===== src/verilog/wdt_pkg.sv =====
// Purpose: shared constants and types for the watchdog control block
// Assumes: 32-bit AXI4-Lite register access, one word per register
// Notes: register indices are word indices; byte address is index times four
package wdt_pkg;
    // register word indices and byte addresses
    localparam logic [7:0] CTRL_INDEX = 8'h21;
    localparam logic [7:0] CAUSE_INDEX = 8'h22;
    localparam logic [11:0] CTRL_ADDR = {2'b00, CTRL_INDEX, 2'b00};
    localparam logic [11:0] CAUSE_ADDR = {2'b00, CAUSE_INDEX, 2'b00};

    // control register bit positions
    localparam int IRQ_FLAG_BIT = 7;
    localparam int IRQ_EN_BIT = 6;
    localparam int SEL_HI_BIT = 5;
    localparam int UNLOCK_BIT = 4;
    localparam int ENABLE_BIT = 3;

    // cause register bit positions
    localparam int WDT_FLAG_BIT = 3;
    localparam int BOR_FLAG_BIT = 2;
    localparam int PIN_FLAG_BIT = 1;
    localparam int POR_FLAG_BIT = 0;

    // change window length in core clock cycles
    localparam logic [2:0] UNLOCK_CYCLES = 3'h4;
    // highest legal time-out code
    localparam logic [3:0] SEL_MAX = 4'h9;
    // watchdog oscillator cycles for code zero
    localparam int BASE_TIMEOUT = 2048;
    localparam int OSC_HZ = 128000;
    localparam int CORE_HZ = 40000000;

    localparam logic [1:0] RESP_OKAY = 2'h0;
    localparam logic [1:0] RESP_SLVERR = 2'h2;

    typedef struct packed {
        logic irq_flag;
        logic irq_en;
        logic [3:0] sel;
        logic unlock;
        logic enable;
    } ctrl_type;

    typedef struct packed {
        logic wdt;
        logic bor;
        logic pin;
        logic por;
    } cause_type;

    localparam ctrl_type CTRL_RESET = '{default: 1'b0};
    localparam cause_type CAUSE_POR_VALUE = '{wdt: 1'b0, bor: 1'b0, pin: 1'b0, por: 1'b1};
endpackage : wdt_pkg


===== src/verilog/watchdog_ctrl.sv =====
// Purpose: watchdog with timed configuration changes and reset-cause flags
// Assumes: rst_n is the power-on reset; other chip resets arrive as inputs
// Notes: registers over AXI4-Lite; oscillator input sampled at core rate
//
// How it works
// - level one starts disabled; one write of enable turns it on.
// - level two keeps the timer running and enable reads one.
// - level two changes time-out only through the unlock sequence; enable ignored.
// - level two never lets the timer be disabled.
// - upper four cause bits are reserved and read zero.
// - timeout reset flag set by watchdog reset, cleared by power-on or zero write.
// - supply drop flag set by brown-out, cleared by power-on or zero write.
// - pin reset flag set by pin reset, cleared by power-on or zero write.
// - power-up flag set by power-on, cleared only by writing zero.
// - irq flag set on time-out in irq mode; cleared by vector or one write.
// - interrupt requested only with global enable and irq enable set.
// - enable and irq enable choose stopped, interrupt or reset on time-out.
// - with both set, first time-out sets the irq flag and clears irq enable; no request is raised.
// - unlock bit clears itself four cycles after being written.
// - clearing enable or changing time-out accepted only while unlocked.
// - at level one the reset flag forces enable to one.
// - time-out select gives 2K oscillator cycles doubling up to 1024K.
// - reserved time-out codes fall back to the largest valid code.
// - counter advances on a separate 128 kHz oscillator.
// - counter restarts on restart command, when disabled, and on chip reset.
// - reset-mode time-out gives a one core cycle reset pulse.
`timescale 1ns/10ps
`default_nettype none
module watchdog_ctrl #(
    parameter int BASE_TIMEOUT = wdt_pkg::BASE_TIMEOUT
) (
    input wire logic core_clk, // system clock, 40 MHz
    input wire logic rst_n, // power-on reset, synchronous
    input wire logic ce, // clock enable, freezes all state when low
    input wire logic safety_level_select, // strap, high selects level two
    input wire logic wdt_osc, // watchdog oscillator, asynchronous
    input wire logic bor_reset_in, // brown-out reset seen, asynchronous
    input wire logic pin_reset_in, // external pin reset seen, asynchronous
    input wire logic wdt_restart, // restart instruction, one-cycle pulse
    input wire logic global_ie, // global interrupt enable of the core
    input wire logic irq_ack, // interrupt vector taken, one-cycle pulse
    output logic irq_req, // time-out interrupt request
    output logic wdt_reset_pulse, // chip reset request, one cycle
    input wire logic [11:0] s_axi_awaddr, // write address
    input wire logic [2:0] s_axi_awprot, // write protection, unused
    input wire logic s_axi_awvalid, // write address valid
    output logic s_axi_awready, // write address ready
    input wire logic [31:0] s_axi_wdata, // write data
    input wire logic [3:0] s_axi_wstrb, // write byte strobes
    input wire logic s_axi_wvalid, // write data valid
    output logic s_axi_wready, // write data ready
    output logic [1:0] s_axi_bresp, // write response
    output logic s_axi_bvalid, // write response valid
    input wire logic s_axi_bready, // write response ready
    input wire logic [11:0] s_axi_araddr, // read address
    input wire logic [2:0] s_axi_arprot, // read protection, unused
    input wire logic s_axi_arvalid, // read address valid
    output logic s_axi_arready, // read address ready
    output logic [31:0] s_axi_rdata, // read data
    output logic [1:0] s_axi_rresp, // read response
    output logic s_axi_rvalid, // read data valid
    input wire logic s_axi_rready // read data ready
);
    // synchronisers for pins from outside the core clock
    logic osc_s1, osc_s2, osc_s3;
    logic bor_s1, bor_s2, bor_s3;
    logic pin_s1, pin_s2, pin_s3;
    logic lvl_s1, lvl_s2;
    logic level2_reg;

    wdt_pkg::ctrl_type ctrl_reg, ctrl_next;
    wdt_pkg::cause_type cause_reg, cause_next;
    logic [2:0] unlock_cnt_reg;
    logic [20:0] count_reg;
    logic irq_req_reg, pulse_reg, soft_rst_reg;

    logic [11:0] aw_addr_reg;
    logic [31:0] w_data_reg;
    logic [3:0] w_strb_reg;
    logic awready_reg, wready_reg, bvalid_reg, arready_reg, rvalid_reg;
    logic [1:0] bresp_reg, rresp_reg;
    logic [31:0] rdata_reg;

    // no reset here: the long reset hold flushes the chains
    always_ff @(posedge core_clk) begin
        if (ce) begin
            osc_s1 <= wdt_osc;
            osc_s2 <= osc_s1;
            osc_s3 <= osc_s2;
            bor_s1 <= bor_reset_in;
            bor_s2 <= bor_s1;
            bor_s3 <= bor_s2;
            pin_s1 <= pin_reset_in;
            pin_s2 <= pin_s1;
            pin_s3 <= pin_s2;
            lvl_s1 <= safety_level_select;
            lvl_s2 <= lvl_s1;
        end
    end

    // strap caught while reset is held
    always_ff @(posedge core_clk) begin
        if (!rst_n) begin
            level2_reg <= lvl_s2;
        end
    end

    // bus side decoding
    wire commit = !awready_reg && !wready_reg && !bvalid_reg;
    wire hit_ctrl_w = aw_addr_reg[11:2] == wdt_pkg::CTRL_ADDR[11:2];
    wire hit_cause_w = aw_addr_reg[11:2] == wdt_pkg::CAUSE_ADDR[11:2];
    wire wr_ctrl = commit && hit_ctrl_w && w_strb_reg[0];
    wire wr_cause = commit && hit_cause_w && w_strb_reg[0];
    wire [7:0] wd = w_data_reg[7:0];
    wire ar_take = s_axi_arvalid && arready_reg;
    wire hit_ctrl_r = s_axi_araddr[11:2] == wdt_pkg::CTRL_ADDR[11:2];
    wire hit_cause_r = s_axi_araddr[11:2] == wdt_pkg::CAUSE_ADDR[11:2];

    // oscillator rising edge, seen after two flops
    wire osc_tick = osc_s2 && !osc_s3;
    wire bor_rise = bor_s2 && !bor_s3;
    wire pin_rise = pin_s2 && !pin_s3;

    // reserved codes use the largest valid one
    wire [3:0] sel_eff = (ctrl_reg.sel > wdt_pkg::SEL_MAX) ? wdt_pkg::SEL_MAX : ctrl_reg.sel;
    wire [20:0] limit = 21'(BASE_TIMEOUT) << sel_eff;
    wire running = ctrl_reg.enable || ctrl_reg.irq_en;
    wire timeout = running && osc_tick && (count_reg >= limit - 21'h1);
    wire ev_irq = timeout && ctrl_reg.irq_en;
    wire ev_rst = timeout && !ctrl_reg.irq_en && ctrl_reg.enable;
    // other chip resets reload control state, never the cause flags
    wire chip_rst = bor_rise || pin_rise || soft_rst_reg;
    // window closes after its fourth cycle
    wire unlock_end = ctrl_reg.unlock && (unlock_cnt_reg == 3'h0);

    wire [7:0] ctrl_rd = {ctrl_reg.irq_flag, ctrl_reg.irq_en, ctrl_reg.sel[3],
        ctrl_reg.unlock, ctrl_reg.enable, ctrl_reg.sel[2:0]};
    wire [7:0] cause_rd = {4'h0, cause_reg};
    wire [31:0] rd_mux = hit_ctrl_r ? {24'h0, ctrl_rd} : hit_cause_r ? {24'h0, cause_rd} : 32'h0;

    always_comb begin
        ctrl_next = ctrl_reg;
        if (wr_ctrl) begin
            ctrl_next.irq_en = wd[wdt_pkg::IRQ_EN_BIT];
            if (wd[wdt_pkg::IRQ_FLAG_BIT]) begin
                ctrl_next.irq_flag = 1'b0;
            end
            // time-out change only inside the window
            if (ctrl_reg.unlock) begin
                ctrl_next.sel = {wd[wdt_pkg::SEL_HI_BIT], wd[2:0]};
            end
            if (wd[wdt_pkg::ENABLE_BIT]) begin
                ctrl_next.enable = 1'b1;
            end else if (ctrl_reg.unlock) begin
                ctrl_next.enable = 1'b0;
            end
            // window opens only with unlock and enable together
            ctrl_next.unlock = wd[wdt_pkg::UNLOCK_BIT] && wd[wdt_pkg::ENABLE_BIT];
        end else if (unlock_end) begin
            ctrl_next.unlock = 1'b0;
        end
        if (irq_ack) begin
            ctrl_next.irq_flag = 1'b0;
        end
        // set wins over vector and write clears in the same cycle; chip reset still clears it
        if (ev_irq) begin
            ctrl_next.irq_flag = 1'b1;
        end
        // irq flag first, with no request as irq enable drops; reset on the next time-out
        if (ev_irq && ctrl_reg.enable && !wr_ctrl) begin
            ctrl_next.irq_en = 1'b0;
        end
        if (chip_rst) begin
            ctrl_next = wdt_pkg::CTRL_RESET;
        end
        // level two holds enable; no disable at level two
        // reset flag keeps enable set at level one
        if (level2_reg || cause_reg.wdt) begin
            ctrl_next.enable = 1'b1;
        end
    end

    // zero write clears, events set and win
    always_comb begin
        cause_next = cause_reg;
        if (wr_cause) begin
            cause_next = cause_reg & wdt_pkg::cause_type'(wd[3:0]);
        end
        if (ev_rst) begin
            cause_next.wdt = 1'b1;
        end
        if (bor_rise) begin
            cause_next.bor = 1'b1;
        end
        if (pin_rise) begin
            cause_next.pin = 1'b1;
        end
    end

    always_ff @(posedge core_clk) begin
        if (!rst_n) begin
            ctrl_reg <= wdt_pkg::CTRL_RESET;
            cause_reg <= wdt_pkg::CAUSE_POR_VALUE;
            unlock_cnt_reg <= 3'h0;
        end else if (ce) begin
            ctrl_reg <= ctrl_next;
            cause_reg <= cause_next;
            if (wr_ctrl && ctrl_next.unlock) begin
                unlock_cnt_reg <= wdt_pkg::UNLOCK_CYCLES - 3'h1;
            end else if (ctrl_reg.unlock && unlock_cnt_reg != 3'h0) begin
                unlock_cnt_reg <= unlock_cnt_reg - 3'h1;
            end
        end
    end

    // level two enable applied once the strap is known
    // counter restarts on restart, stop, chip reset and time-out
    always_ff @(posedge core_clk) begin
        if (!rst_n) begin
            count_reg <= 21'h0;
        end else if (ce) begin
            if (!running || wdt_restart || chip_rst || timeout) begin
                count_reg <= 21'h0;
            end else if (osc_tick) begin
                count_reg <= count_reg + 21'h1;
            end
        end
    end

    // request needs global and local enable
    always_ff @(posedge core_clk) begin
        if (!rst_n) begin
            irq_req_reg <= 1'b0;
            pulse_reg <= 1'b0;
            soft_rst_reg <= 1'b0;
        end else if (ce) begin
            irq_req_reg <= ctrl_reg.irq_flag && ctrl_reg.irq_en && global_ie;
            pulse_reg <= ev_rst;
            soft_rst_reg <= ev_rst;
        end
    end

    // write channel: address and data in either order, answer after both
    always_ff @(posedge core_clk) begin
        if (!rst_n) begin
            awready_reg <= 1'b1;
            wready_reg <= 1'b1;
            bvalid_reg <= 1'b0;
            bresp_reg <= wdt_pkg::RESP_OKAY;
            aw_addr_reg <= 12'h0;
            w_data_reg <= 32'h0;
            w_strb_reg <= 4'h0;
        end else if (ce) begin
            if (s_axi_awvalid && awready_reg) begin
                aw_addr_reg <= s_axi_awaddr;
                awready_reg <= 1'b0;
            end
            if (s_axi_wvalid && wready_reg) begin
                w_data_reg <= s_axi_wdata;
                w_strb_reg <= s_axi_wstrb;
                wready_reg <= 1'b0;
            end
            if (commit) begin
                bvalid_reg <= 1'b1;
                bresp_reg <= (hit_ctrl_w || hit_cause_w) ? wdt_pkg::RESP_OKAY : wdt_pkg::RESP_SLVERR;
            end
            if (bvalid_reg && s_axi_bready) begin
                bvalid_reg <= 1'b0;
                awready_reg <= 1'b1;
                wready_reg <= 1'b1;
            end
        end
    end

    // read channel: one read at a time, data one cycle after the address
    always_ff @(posedge core_clk) begin
        if (!rst_n) begin
            arready_reg <= 1'b1;
            rvalid_reg <= 1'b0;
            rresp_reg <= wdt_pkg::RESP_OKAY;
            rdata_reg <= 32'h0;
        end else if (ce) begin
            if (ar_take) begin
                arready_reg <= 1'b0;
                rvalid_reg <= 1'b1;
                rdata_reg <= rd_mux;
                rresp_reg <= (hit_ctrl_r || hit_cause_r) ? wdt_pkg::RESP_OKAY : wdt_pkg::RESP_SLVERR;
            end else if (rvalid_reg && s_axi_rready) begin
                rvalid_reg <= 1'b0;
                arready_reg <= 1'b1;
            end
        end
    end

    assign irq_req = irq_req_reg;
    assign wdt_reset_pulse = pulse_reg;
    assign s_axi_awready = awready_reg;
    assign s_axi_wready = wready_reg;
    assign s_axi_bvalid = bvalid_reg;
    assign s_axi_bresp = bresp_reg;
    assign s_axi_arready = arready_reg;
    assign s_axi_rvalid = rvalid_reg;
    assign s_axi_rresp = rresp_reg;
    assign s_axi_rdata = rdata_reg;
endmodule : watchdog_ctrl
`default_nettype wire


===== config.mk =====
export PLATFORM = sky130hd
export DESIGN_NAME = watchdog_ctrl
export DESIGN_NICKNAME = d
export VERILOG_FILES = /design/src/verilog/wdt_pkg.sv /design/src/verilog/watchdog_ctrl.sv
export SDC_FILE = /design/constraint.sdc
export NUM_CORES = 1
export LEC_CHECK = 0
export ABC_AREA = 1
export BUFFER_PORTS_ARGS = -buffer_cell sky130_fd_sc_hd__buf_2
export CAP_MARGIN = 20
export CORE_ASPECT_RATIO = 0.9
export CORE_MARGIN = 1
export CORE_UTILIZATION = 30
export CTS_BUF_LIST = sky130_fd_sc_hd__clkbuf_2
export DETAILED_ROUTE_END_ITERATION = 10
export GPL_ROUTABILITY_DRIVEN = 0
export SYNTH_ARGS = -nofsm -noshare
export SYNTH_HDL_FRONTEND = slang
export SYNTH_SLANG_ARGS = --single-unit

===== constraint.sdc =====
create_clock -name core_clk -period 5.5 [get_ports core_clk]
set_input_delay 0 -clock core_clk [delete_from_list [all_inputs] [get_ports core_clk]]
set_output_delay 0 -clock core_clk [all_outputs]
set_load 0.005 [all_outputs]

==> key figures <==
Clock network
  – CTS Buf Count: 9
  – H-tree levels: 3
  – CTS root buffer: clkbuf_2
  – Clock slew at reported path FFs: 0.23 ns
  – CTS sink count: 84
  – Worst-Skew Late Latency: 0.55 ns
  – CTS tree: done
  – Post-CTS Setup Inserts: 0
  – Bufs on Longest Clock Path: 2

Critical path
  – Worst Path Required: 6.02 ns
  – Most frequent CP cell: dlygate4sd3_1
  – CP cell instances: dlygate4sd3_1, buf_2, nor2_1, dlygate4sd3_1, nand2_1, dlygate4sd3_1, nor4_1, dlygate4sd3_1, nand2_1, nand3_1, o211ai_1, dlygate4sd3_1, inv_1
  – Crit. End Element: flip-flop
  – Crit path DAT: 3.94 ns
  – Slowest stage delay, CP: 0.71 ns
  – Critical path startpoint: s_axi_araddr[10]
  – Worst setup SP type: input port
  – Crit Path Class: input port to flip-flop
  – CP Capture Point: s_axi_rdata[3]
  – CP Buf/Inv Count: 7
  – Worst-path fanout max: 4
  – Worst path top cell family by delay: buffers and inverters
  – R2r setup slk: 2.27 ns
  – Reg-to-reg endpoint: count_reg[0]
  – CP max stage cell: dlygate4sd3_1
  – Worst reg2reg path depth: 16
  – Critical R2R Launch: ctrl_rd[5]
  – CP Depth: 13

STA
  – Crit share post-route: 0.6224
  – FMAX: 0.2921 GHz
  – Worst slew pin tran: 0.7468 ns
  – TNS Setup: 0 ns
  – Final setup fails: 0
  – RSZ-0062 raised after global routing: false
  – Min Tclk post-route: 3.423 ns
  – Max Slew Vio Count: 0
  – Max-slew headroom: 0.5016
  – Fin. Hold Viols: 0
  – Final setup skew: 0.01898 ns

Drt
  – Routed WL per cell: 11.40 um
  – Routed wire length: 10.32 mm
  – Antenna Violating Nets Remaining: 0
  – Drt first pass iters: 4
  – Vias per inst: 4.370
  – Total number of vias: 3955
  – DRT iter0 DRCs: 162
  – DRC: 0

Final layout
  – Final instance area: 5507 um^2
  – Fin util: 0.3889
  – Final #Nets: 802
  – Layout Cells excl Fill: 905
  – Area Overhead vs Synth: 25.28%
  – Seq. cell area: 1802 um^2
  – Largest register FFs: 21
  – Area of the multi-input gates: 2182 um^2
  – Layout cell share with drive strength beyond 1: 0.1503
  – Fillcell total: 1484
  – Inserted Diodes: 0

Yosys
  – Synth Cell Area: 4395 um^2
  – #FFs+latches synth: 84
  – Asr flop ratio synth: 0
  – Mapped Avg Cell Area: 7.412 um^2
  – Number of synthesized flops with an enable pin: 12
  – Syn Inst Count: 593
  – Yosys cell types: 41
  – Ys Warns: 0
  – Main synth FF type: dfxtp_1
  – Seq/Total Area, Yosys: 0.4099

Pwr
  – Maximum VDD drop: 0.0002006 V
  – Leakage power: 2.313 nW
  – Pwr/cell area: 229.1 nW/um^2

Die
  – Die area: 15140 um^2
  – # IOs: 124
  – Core Box Area: 14160 um^2
  – Rows: 41
  – Initial core utilization: 0.3104
  – Die width: 129.6 um
  – Die Ht: 116.8 um

Place
  – Inst Count DP: 832
  – DP HPWL: 6.977 mm
  – Post-DP Area: 4773 um^2
  – Port Buffers: 60

Worst hold path
  – Min-delay worst type: input port to flip-flop

GRT
  – Global-route wire length before repair: 16.77 mm
  – Initial antenna violation count: 0
  – Vias in the first global route: 3698
  – GRT overflow: 0
  – Largest net degree at the start of global routing: 39
  – Tot GR Track Use: 0.1413

Flow run
  – Max cap viols: 0

Outcome
  – Status: finished clean
## cells by family after synthesis
family / synth area share
xor gates and xnor gates: 0.02192
muxes: 0.002277
DFF: 0.4099
and+or+nand+nor: 0.2784
adders and majority gates: 0.03985
AOI/OAI and AO/OA: 0.1309
other: 0.001709
buffers and inverters: 0.1150
## tightest hold or removal path, delay by kind of cell
family / cells / cell delay, ns
compound gates: 2 / 0.31
buf+inv: 1 / 0.07
simple gates: 2 / 0.19
## what timing repair did
action / in CTS / in global routing
hold endpoints to repair: 83 / 0
gates resized for setup: 0 / 0
endpoints found under the setup margin: 0 / 0
hold buffers: 57 / 0
## layout by cell type (no fill, tap or decap), drive strengths merged
| master | count |
|---|---|
| ha | 14 |
| o211ai | 8 |
| a22o | 1 |
| o21a | 1 |
| mux2i | 1 |
| xor2 | 9 |
| conb | 27 |
| inv | 65 |
| edfxtp | 12 |
| or2 | 1 |
| nand3b | 1 |
| o22ai | 3 |
| a21oi | 49 |
| o21bai | 3 |
| clkinv | 4 |
| xnor2 | 2 |
| nand3 | 30 |
| nor4 | 3 |
| nand2 | 137 |
| bufinv | 3 |
| a21o | 2 |
| nor3 | 3 |
| nor2 | 83 |
| buf | 60 |
| a21boi | 2 |
| o21ai | 33 |
| clkbuf | 10 |
| dfxtp | 72 |
| nand4 | 14 |
| o211a | 1 |
| dlygate4sd3 | 57 |
| o31ai | 1 |
## where the power goes
group	total (mW)	internal, mW	switching [mW]	leakage [nW]
sequential	0.668	0.651	0.0167	0.704
clock	0.420	0.199	0.221	0.0961
combinational	0.174	0.0763	0.0975	1.51
total	1.26	0.926	0.335	2.31
## metrics by stage
step                setup slack [ns]  hold WS (ns)  power (mW)
floorplan                      2.958       0.09887      0.7881
finish                         2.077       0.05036       1.262
global placement               2.612        0.1775      0.8215
global route                   1.938       0.02564       1.329
detailed placement             2.554        0.1781      0.8233
CTS                            2.192      0.004397       1.275
## worst min-delay path by stage
stage | startpoint | end | slack (ns) | cells after the start
2_1_floorplan | bor_reset_in | bor_s1 | 0.1 | 0
3_3_place_gp | safety_level_select | lvl_s1 | 0.18 | 1
3_5_place_dp | safety_level_select | lvl_s1 | 0.18 | 1
4_1_cts | s_axi_araddr[6] | s_axi_rresp[1] | 0.004 | 5
5_1_grt | s_axi_araddr[6] | s_axi_rresp[1] | 0.03 | 5
6_report | s_axi_araddr[6] | s_axi_rresp[1] | 0.05 | 5
## synth_stat cells (all sizes together), types with 8 or more instances
cell | number | share of area
buf | 30 | 0.051
edfxtp | 12 | 0.082
o21ai | 33 | 0.038
inv | 65 | 0.056
ha | 14 | 0.040
nor2 | 83 | 0.083
nand2 | 137 | 0.12
a21oi | 49 | 0.056
dfxtp | 72 | 0.33
o211ai | 8 | 0.014
clkbuf | 9 | 0.0077
nand3 | 30 | 0.038
nand4 | 14 | 0.021
xor2 | 9 | 0.018
## per-layer routing
metal / global-route usage / part of all wire
met1: 0.1824 / 0.49
met2: 0.2353 / 0.45
met3: 0.04136 / 0.049
met4: 0.02791 / 0.0076
met5: 0 / 0
## area by class of cell
cell class,instances,share of cell area
Multi-Input combinational cell,429,0.3963
Clock inverter,6,0.02045
Inverter,66,0.04499
Timing Repair Buffer,117,0.1581
Tap cell,193,0.04385
Sequential cell,84,0.3272
Clock buffer,10,0.009089
No activity file was read; power rests on OpenSTA's default activity.
